## config.mk

```make
export PLATFORM = sky130hd
export DESIGN_NAME = output_interface_config_regs
export DESIGN_NICKNAME = d
export VERILOG_FILES = /design/src/pkg/cfg_pkg.sv /design/src/pkg/cfg_fuse_if.sv /design/src/fuse_loader.sv /design/src/output_interface_config_regs.sv
export SDC_FILE = /design/constraint.sdc
export NUM_CORES = 1
export LEC_CHECK = 0
export ABC_AREA = 1
export BUFFER_PORTS_ARGS = -buffer_cell sky130_fd_sc_hd__buf_2
export CAP_MARGIN = 20
export CORE_MARGIN = 1.5
export CORE_UTILIZATION = 55
export DETAILED_ROUTE_END_ITERATION = 8
export PLACE_DENSITY = 0.85
export RECOVER_POWER = 50
export SYNTH_ARGS = -nofsm -noshare
export SYNTH_HDL_FRONTEND = slang
export SYNTH_SLANG_ARGS = --single-unit
```

## constraint.sdc

```tcl
create_clock -name clk_in -period 2.5 [get_ports clk_in]
set_input_delay 0.5 -clock clk_in [delete_from_list [all_inputs] [get_ports clk_in]]
set_output_delay 0.5 -clock clk_in [all_outputs]
set_load 0.01 [all_outputs]
```

## src/pkg/cfg_pkg.sv

```systemverilog
// Constants and types for the output interface configuration registers.
// Assumes a single 50 MHz clock; serial port pins arrive synchronous to it.
package cfg_pkg;
    // Register addresses on the serial programming port
    localparam logic [11:0] ADDR_SOFT_RESET  = 12'h000;
    localparam logic [11:0] ADDR_IFACE_SEL   = 12'h007;
    localparam logic [11:0] ADDR_POWER_DOWN  = 12'h008;
    localparam logic [11:0] ADDR_FUSE_LOAD   = 12'h013;

    // Serial frame: read flag, 3 spare bits, 12 address bits, 8 data bits
    localparam int          RW_POS      = 15;
    localparam logic [4:0]  ADDR_DONE   = 5'h10;
    localparam logic [4:0]  FRAME_LAST  = 5'h17;
    localparam logic [4:0]  FRAME_BITS  = 5'h18;

    // Field positions
    localparam int RESET_BIT  = 0;
    localparam int FUSE_BIT   = 0;
    localparam int MAP_MSB    = 7;
    localparam int MAP_LSB    = 5;
    localparam int OVR_BIT    = 3;
    localparam int MODE_MSB   = 2;
    localparam int MODE_LSB   = 0;
    localparam int PD_CLKBUF  = 5;
    localparam int PD_REFAMP  = 4;
    localparam int PD_CHAN_A  = 2;
    localparam int PD_CHAN_B  = 1;
    localparam int PD_GLOBAL  = 0;
    // Power-down mask input bit order
    localparam int MASK_CLKBUF = 2;
    localparam int MASK_REFAMP = 1;
    localparam int MASK_BGAP   = 0;

    // Reset values
    localparam logic [7:0] REG_RESET = 8'h00;

    typedef enum logic [2:0] {
        MAP_NONE      = 3'h0,
        MAP_TWO_18_14 = 3'h1,
        MAP_TWO_16    = 3'h2,
        MAP_ONE_WIRE  = 3'h3,
        MAP_HALF_WIRE = 3'h4,
        MAP_DDR       = 3'h5
    } map_code_t;

    typedef enum logic [2:0] {
        MODE_NONE      = 3'h0,
        MODE_DDR       = 3'h1,
        MODE_TWO_WIRE  = 3'h3,
        MODE_ONE_WIRE  = 3'h4,
        MODE_HALF_WIRE = 3'h5
    } mode_code_t;

    // Fuse contents; plain defaults standing in for the programmed fuses
    localparam logic [2:0] FUSE_MAP_DEFAULT  = 3'h5;
    localparam logic [2:0] FUSE_MODE_DEFAULT = 3'h1;

    // Fuse load duration
    localparam int         CLK_PERIOD_NS     = 20;
    localparam int         FUSE_LOAD_TIME_NS = 160;
    localparam int         FUSE_LOAD_CYCLES  =
        (FUSE_LOAD_TIME_NS + CLK_PERIOD_NS - 1) / CLK_PERIOD_NS;
    localparam logic [3:0] FUSE_LOAD_LAST    = 4'(FUSE_LOAD_CYCLES - 1);

    typedef enum logic [1:0] {
        LD_IDLE = 2'h0,
        LD_LOAD = 2'h1,
        LD_DONE = 2'h3
    } load_state_t;
endpackage

```

## src/pkg/cfg_fuse_if.sv

```systemverilog
// Link between the register bank and its fuse loader.
// Assumes both ends run on the same clock.
`timescale 1ns/1ns
interface cfg_fuse_if;
    logic       start;
    logic       use_written;
    logic [2:0] written_map;
    logic       busy;
    logic       done;
    logic [2:0] eff_map;
    logic [2:0] fuse_mode;

    modport ctrl (
        output start, use_written, written_map,
        input  busy, done, eff_map, fuse_mode
    );
    modport loader (
        input  start, use_written, written_map,
        output busy, done, eff_map, fuse_mode
    );
endinterface

```

## src/fuse_loader.sv

```systemverilog
// Fuse loader: fetches the interface defaults after reset and on command.
// Assumes the register bank pulses start for one cycle and holds the written map until the load ends.
`timescale 1ns/1ns
module fuse_loader (
    // Clock and reset
    input  wire logic   clk_in,
    input  wire logic   reset_in,
    input  wire logic   ce_in,
    // Register bank side
    cfg_fuse_if.loader  bus
);
    typedef struct packed {
        cfg_pkg::load_state_t fsm;
        logic [3:0]           cnt;
        logic [2:0]           eff_map;
        logic [2:0]           fuse_mode;
        logic                 busy;
        logic                 done;
    } loader_state_t;

    loader_state_t st;
    loader_state_t next_st;

    always_comb begin
        next_st = st;
        next_st.done = 1'b0;
        case (st.fsm)
            cfg_pkg::LD_IDLE: begin
                if (bus.start) begin
                    next_st.fsm = cfg_pkg::LD_LOAD;
                    next_st.cnt = 4'h0;
                    next_st.busy = 1'b1;
                end
            end
            cfg_pkg::LD_LOAD: begin
                if (bus.start) begin
                    next_st.cnt = 4'h0;
                end else if (st.cnt == cfg_pkg::FUSE_LOAD_LAST) begin
                    next_st.fsm = cfg_pkg::LD_DONE;
                    next_st.eff_map = bus.use_written ? bus.written_map
                                                      : cfg_pkg::FUSE_MAP_DEFAULT;
                    next_st.fuse_mode = cfg_pkg::FUSE_MODE_DEFAULT;
                    next_st.done = 1'b1;
                end else begin
                    next_st.cnt = st.cnt + 4'h1;
                end
            end
            default: begin
                // A command landing on the done cycle must not be lost
                if (bus.start) begin
                    next_st.fsm = cfg_pkg::LD_LOAD;
                    next_st.cnt = 4'h0;
                end else begin
                    next_st.fsm = cfg_pkg::LD_IDLE;
                    next_st.busy = 1'b0;
                end
            end
        endcase
    end

    // Reset starts a load, so the fuse defaults arrive with no host action
    always_ff @(posedge clk_in or posedge reset_in) begin
        if (reset_in) begin
            st <= '{fsm: cfg_pkg::LD_LOAD, cnt: 4'h0, eff_map: 3'h0,
                    fuse_mode: 3'h0, busy: 1'b1, done: 1'b0};
        end else if (ce_in) begin
            st <= next_st;
        end
    end

    assign bus.busy      = st.busy;
    assign bus.done      = st.done;
    assign bus.eff_map   = st.eff_map;
    assign bus.fuse_mode = st.fuse_mode;
endmodule

```

## src/output_interface_config_regs.sv

```systemverilog
// Output interface configuration registers behind the serial port.
// Assumes serial pins synchronous to clk_in and a host that keeps its
// programming order.
// Behaviour
// - Writing 1 to reset bit restores all configuration registers.
// - Reset bit clears itself and always reads back zero.
// - Mapping codes 1..5: two-wire 18/14, two-wire 16, one, half, DDR.
// - Written mapping applies only when a fuse load command runs.
// - A fuse load discards earlier serial writes to the power-down register.
// - After reset the fuse defaults load automatically.
// - Mapping and mode fields read zero until the host writes them.
// - Override enable lets the written mode replace the fuse mode.
// - Mode codes: 1 DDR, 3 two-wire, 4 one-wire, 5 half-wire.
// - Power-down bits: channel A 2, B 1, clock buffer 5, ref amp 4.
// - Global power-down stops both channels and the blocks chosen by the mask.
`timescale 1ns/1ns
module output_interface_config_regs (
    // Clock, reset, enable
    input  wire logic       clk_in,
    input  wire logic       reset_in,
    input  wire logic       ce_in,
    // Serial programming port
    input  wire logic       sclk_in,
    input  wire logic       sen_n_in,
    input  wire logic       sdio_in,
    output logic            sdio_out,
    output logic            sdio_oe_out,
    // Power-down mask from the mask register
    input  wire logic [2:0] pd_mask_in,
    // Effective interface setting
    output logic [2:0]      output_bit_mapping_out,
    output logic [2:0]      iface_mode_out,
    output logic            iface_legal_out,
    output logic            fuse_busy_out,
    // Power-down controls
    output logic            chan_a_powerdown_out,
    output logic            chan_b_powerdown_out,
    output logic            sample_clock_buffer_off_out,
    output logic            reference_amp_off_out,
    output logic            bandgap_off_out
);
    typedef struct packed {
        logic        prev_sclk;
        logic [4:0]  cnt;
        logic [23:0] shift;
        logic        is_read;
        logic [7:0]  rd_sh;
        logic        sdio_o;
        logic        sdio_oe;
        logic [7:0]  output_interface_select;
        logic [7:0]  power_down_control;
        logic        written;
        logic        fuse_start;
        logic        use_written;
        logic [2:0]  written_map;
        logic [2:0]  eff_mode;
        logic        legal;
        logic [4:0]  pd_out;
    } regs_state_t;

    regs_state_t st;
    regs_state_t next_st;
    cfg_fuse_if  fuse_bus ();

    function automatic logic map_ok(input logic [2:0] code);
        map_ok = (code >= cfg_pkg::MAP_TWO_18_14) &&
                 (code <= cfg_pkg::MAP_DDR);
    endfunction

    function automatic logic mode_ok(input logic [2:0] code);
        mode_ok = (code == cfg_pkg::MODE_DDR) ||
                  ((code >= cfg_pkg::MODE_TWO_WIRE) &&
                   (code <= cfg_pkg::MODE_HALF_WIRE));
    endfunction

    function automatic logic [7:0] reg_read(input regs_state_t s,
                                            input logic [11:0] a);
        if (a == cfg_pkg::ADDR_IFACE_SEL) begin
            reg_read = s.output_interface_select;
        end else if (a == cfg_pkg::ADDR_POWER_DOWN) begin
            reg_read = s.power_down_control;
        end else begin
            // Self-clearing bits and unmapped addresses read zero
            reg_read = cfg_pkg::REG_RESET;
        end
    endfunction

    logic        active;
    logic        sclk_rise;
    logic        sclk_fall;
    logic [23:0] next_shift_bits;
    logic        commit;
    logic [11:0] wr_addr;
    logic [7:0]  wr_data;

    assign active          = !sen_n_in;
    assign sclk_rise       = active && sclk_in && !st.prev_sclk;
    assign sclk_fall       = active && !sclk_in && st.prev_sclk;
    assign next_shift_bits = {st.shift[22:0], sdio_in};
    assign commit          = sclk_rise && st.cnt == cfg_pkg::FRAME_LAST
                             && !st.is_read;
    assign wr_addr         = next_shift_bits[19:8];
    assign wr_data         = next_shift_bits[7:0];

    always_comb begin
        next_st = st;
        next_st.prev_sclk = sclk_in;
        next_st.fuse_start = 1'b0;
        if (!active) begin
            next_st.cnt = 5'h00;
            next_st.is_read = 1'b0;
            next_st.sdio_oe = 1'b0;
        end else if (sclk_rise && st.cnt < cfg_pkg::FRAME_BITS) begin
            next_st.shift = next_shift_bits;
            next_st.cnt = st.cnt + 5'h01;
            if (st.cnt + 5'h01 == cfg_pkg::ADDR_DONE) begin
                next_st.is_read = next_shift_bits[cfg_pkg::RW_POS];
                next_st.rd_sh = reg_read(st, next_shift_bits[11:0]);
            end
        end else if (sclk_fall && st.is_read
                     && st.cnt >= cfg_pkg::ADDR_DONE
                     && st.cnt < cfg_pkg::FRAME_BITS) begin
            next_st.sdio_o = st.rd_sh[7];
            next_st.rd_sh = {st.rd_sh[6:0], 1'b0};
            next_st.sdio_oe = 1'b1;
        end
        if (fuse_bus.done) begin
            next_st.power_down_control = cfg_pkg::REG_RESET;
        end
        if (commit) begin
            if (wr_addr == cfg_pkg::ADDR_SOFT_RESET) begin
                if (wr_data[cfg_pkg::RESET_BIT]) begin
                    next_st.output_interface_select = cfg_pkg::REG_RESET;
                    next_st.power_down_control = cfg_pkg::REG_RESET;
                    next_st.written = 1'b0;
                    next_st.use_written = 1'b0;
                    next_st.fuse_start = 1'b1;
                end
            end else if (wr_addr == cfg_pkg::ADDR_IFACE_SEL) begin
                // Readback shows only what was written
                next_st.output_interface_select = wr_data;
                next_st.written = 1'b1;
            end else if (wr_addr == cfg_pkg::ADDR_POWER_DOWN) begin
                next_st.power_down_control = wr_data;
            end else if (wr_addr == cfg_pkg::ADDR_FUSE_LOAD) begin
                if (wr_data[cfg_pkg::FUSE_BIT]) begin
                    // Hand written mapping to the loader
                    next_st.fuse_start = 1'b1;
                    next_st.use_written = st.written;
                    next_st.written_map = st.output_interface_select[
                        cfg_pkg::MAP_MSB:cfg_pkg::MAP_LSB];
                end
            end
        end
        next_st.eff_mode = st.output_interface_select[cfg_pkg::OVR_BIT]
            ? st.output_interface_select[cfg_pkg::MODE_MSB:cfg_pkg::MODE_LSB]
            : fuse_bus.fuse_mode;
        next_st.legal = map_ok(fuse_bus.eff_map) && mode_ok(next_st.eff_mode);
        next_st.pd_out[4] = st.power_down_control[cfg_pkg::PD_CHAN_A]
            || st.power_down_control[cfg_pkg::PD_GLOBAL];
        next_st.pd_out[3] = st.power_down_control[cfg_pkg::PD_CHAN_B]
            || st.power_down_control[cfg_pkg::PD_GLOBAL];
        next_st.pd_out[2] = st.power_down_control[cfg_pkg::PD_CLKBUF]
            || (st.power_down_control[cfg_pkg::PD_GLOBAL]
                && pd_mask_in[cfg_pkg::MASK_CLKBUF]);
        next_st.pd_out[1] = st.power_down_control[cfg_pkg::PD_REFAMP]
            || (st.power_down_control[cfg_pkg::PD_GLOBAL]
                && pd_mask_in[cfg_pkg::MASK_REFAMP]);
        next_st.pd_out[0] = st.power_down_control[cfg_pkg::PD_GLOBAL]
            && pd_mask_in[cfg_pkg::MASK_BGAP];
    end

    always_ff @(posedge clk_in or posedge reset_in) begin
        if (reset_in) begin
            st <= '0;
        end else if (ce_in) begin
            st <= next_st;
        end
    end

    fuse_loader u_loader (
        .clk_in   (clk_in),
        .reset_in (reset_in),
        .ce_in    (ce_in),
        .bus      (fuse_bus.loader)
    );

    assign fuse_bus.start       = st.fuse_start;
    assign fuse_bus.use_written = st.use_written;
    assign fuse_bus.written_map = st.written_map;

    assign sdio_out                    = st.sdio_o;
    assign sdio_oe_out                 = st.sdio_oe;
    // Loader register; changes only when a load completes
    assign output_bit_mapping_out      = fuse_bus.eff_map;
    assign iface_mode_out              = st.eff_mode;
    assign iface_legal_out             = st.legal;
    assign fuse_busy_out               = fuse_bus.busy;
    assign chan_a_powerdown_out        = st.pd_out[4];
    assign chan_b_powerdown_out        = st.pd_out[3];
    assign sample_clock_buffer_off_out = st.pd_out[2];
    assign reference_amp_off_out       = st.pd_out[1];
    assign bandgap_off_out             = st.pd_out[0];
endmodule

```

==> run summary <==
Run status: finished clean
Hpwl dp: 6.21 mm
Placeable Area: 7330 µm²
Startpoint Class: primary input
Synth warnings: 0
Required time worst endpoint: 2740 ps
Die width: 90.3 µm
Gr usage total: 24.0%
Endpoint type of the worst setup path: register
Worst Path Buf+Inv: 2
Comb power frac: 22.3%
Number of fillers in the final layout: 620
Largest buffer count on any clock path: 2
Layout cells sized above 1: 14.7%
Power Density: 773 nW/µm²
Met1 usage: 32.1%
Flop pwr share: 45.0%
Routed vias/inst: 5.24
R2R Path Start: next_shift_bits[11]
Clock Power Share: 32.8%
Synthesized area: 4190 µm²
CP peak stage delay: 940 ps
Most common cell after layout, fill and taps aside: nand2_1
Resized Gates After CTS: 0
Crit Path Class: primary input to register
FMAX: 534 MHz
CTS clk-pin slew, worst paths: 80 ps
Commonest cells after routing, fill and taps aside: nand2_1 (178), dfrtp_1 (77), nor2_1 (63)
Max_slew headroom: 18.3%
Vias: 3521
I/O Buffers: 23
Beginning of the critical path: ce_in
Max stage delay cell, worst path: clkbuf_1
Post-Synth Simple-Gate Area: 34.7%
Worst-margin pin slew: 1230 ps
Row count: 31
# hold bufs at CTS: 0
Largest net degree at the start of global routing: 80
Post-Synth XOR/XNOR Area: 0.209%
Clock Latency Late Sink: 360 ps
# nets final: 579
ANT cells: 0
Clock sinks: 79
Met3 GRT Util: 3.96%
Worst vdd ir: 0.000532 V
Routed WL per cell: 13.2 µm
RSZ-0062 raised after global routing: false
DRT iter0 DRCs: 259
Final Hold Fails: 0
Num CTS Buffers: 9
Initial antenna violation count: 0
Mux contribution to synthesized area: 0.269%
CTS tree: done
Total Wirelength: 8.88 mm
Yosys cell types: 37
Register bit total from synthesis: 79
Starting density of the core: 57.2%
Sequential area share after synthesis: 47.2%
First-pass GRT wire length: 15.7 mm
Switching power: 1.16 mW
Die Y: 90.3 µm
Setup TNS: 0 ps
Crit Path Max Fanout: 27
Fin. max-slew vios: 0
Final setup violation count: 0
Worst Hold Class: primary input to async pin
Worst reg2reg setup slack: 730 ps
Root Driver: clkbuf_8
Dpl cell area: 4350 µm²
GRT overflow: 0
Area grow syn2layout: 9.31%
H-tree levels: 3
CP top delay family: buffers and inverters
Critical-path cell list: clkbuf_1, clkbuf_1, nand3_4, nand2_1, nand2_1
Vias in the first global route: 3386
# IOs: 24
DRT Pass-1 Iters: 5
Pint: 2.38 mW
Busiest layer in global routing: met2
Area of the die: 8160 µm²
Synth Area in Adders: 0.597%
Period utilization: 74.9%
Final min period: 1870 ps
Post-Syn Nets: 562
Setup bufs post-CTS: 0
Drt drc: 0
Fin Clk Skew: 6.83 ps
Net Sw Frac: 32.9%
Post-Synthesis Cells: 551
Placer Congestion: 0.899
Synth Area in Compound Gates: 8.53%
Leakage: 2.33 nW
Antenna Nets Post-Route: 0
Synth Area per Inst: 7.61 µm²
Met2 GRT Util: 37.9%
Crit path DAT: 2120 ps
Main combinational cell family by area after synthesis: simple AND/OR/NAND/NOR gates
Max_cap viols: 0
Design Area, Final: 4580 µm²
==> Yosys cell counts (all sizes together) <==
master / count / area [µm²]
ha: 2 / 25.0
mux2: 1 / 11.3
nand3: 49 / 285
nor2: 73 / 333
o21bai: 1 / 7.51
xor2: 1 / 8.76
clkbuf: 6 / 22.5
clkinv: 1 / 8.76
a21oi: 9 / 56.3
o21ai: 52 / 275
nand2: 188 / 754
o22ai: 1 / 6.26
nand3b: 1 / 7.51
inv: 58 / 220
nor3: 8 / 45.0
dfrtp: 77 / 1930
a31oi: 2 / 12.5
nand4: 5 / 31.3
buf: 14 / 103
dfstp: 2 / 52.6
==> final cells by class <==
cell class / count / area [µm²] / area share (%)
flip-flops and latches: 79 / 1980 / 43.2
multi-input cells: 393 / 1860 / 40.6
inverters: 59 / 230 / 5.02
repair buffers: 26 / 145 / 3.17
clock buffers: 10 / 138 / 3.00
well taps: 99 / 124 / 2.70
clock inverters: 6 / 108 / 2.35
==> worst min-delay path: cells and delay by family <==
kind / cells / cell delay, ps
buf+inv: 3 / 530
==> power by group through the flow <==
stage	clock (mW)	sequential, mW	combinational, mW
final	1.16	1.59	0.789
after global routing	1.24	1.62	0.889
after CTS	1.17	1.59	0.789
after detailed placement	0	1.61	0.776
after global placement	0	1.60	0.753
after floorplan	0	1.58	0.644
==> state kept, by name, summed over array words and instances (netlist names) <==
register                     count
next_shift_bits                 19
fuse_bus.written_map             3
st                              32
iface_legal_out                  1
sample_clock_buffer_off_out      1
iface_mode_out                   3
reference_amp_off_out            1
bandgap_off_out                  1
sdio_out                         1
u_loader.bus.fuse_mode           1
u_loader.bus.eff_map             3
fuse_bus.use_written             1
u_loader.bus.busy                1
sdio_oe_out                      1
chan_b_powerdown_out             1
u_loader.st                      6
u_loader.bus.done                1
chan_a_powerdown_out             1
fuse_bus.start                   1
==> path summary, 6_finish.rpt <==
path | to | depth (start not counted)
setup / recovery | st[24] | 5
hold / removal | st[71] | 3
max in group asynchronous | next_shift_bits[5] | 3
setup reg to reg | st[24] | 8
min in group clk_in | bandgap_off_out | 3
hold reg to reg | st[14] | 2
==> kinds of logic after synthesis <==
family                   Yosys count
flip-flops                        79
AO/OA/AOI/OAI                     65
adder cells (fa/ha/maj)            2
XOR/XNOR                           1
multiplexers                       1
buffers and inverters             79
AND/OR/NAND/NOR                  324
==> metrics by stage <==
stage               std cells  hold slack (ps)  worst slack (ps)  power (mW)  utilization [%]
CTS                       672              268               757        3.55             62.6
floorplan                 551              423              1040        2.22                -
global route              672              293               418        3.74             62.5
detailed placement        656              459               542        2.39             59.3
global placement          656              440               612        2.36             59.3
finish                    672              246               627        3.54             62.5
==> metal layers <==
metal	share of wire [%]	vias up	wire, µm
met5	0	-	0
li1	-	1760	-
met4	2.8	0	246
met2	47	109	4210
met1	45	1638	4000
met3	4.8	14	422
(Power assumes the default switching activity.)
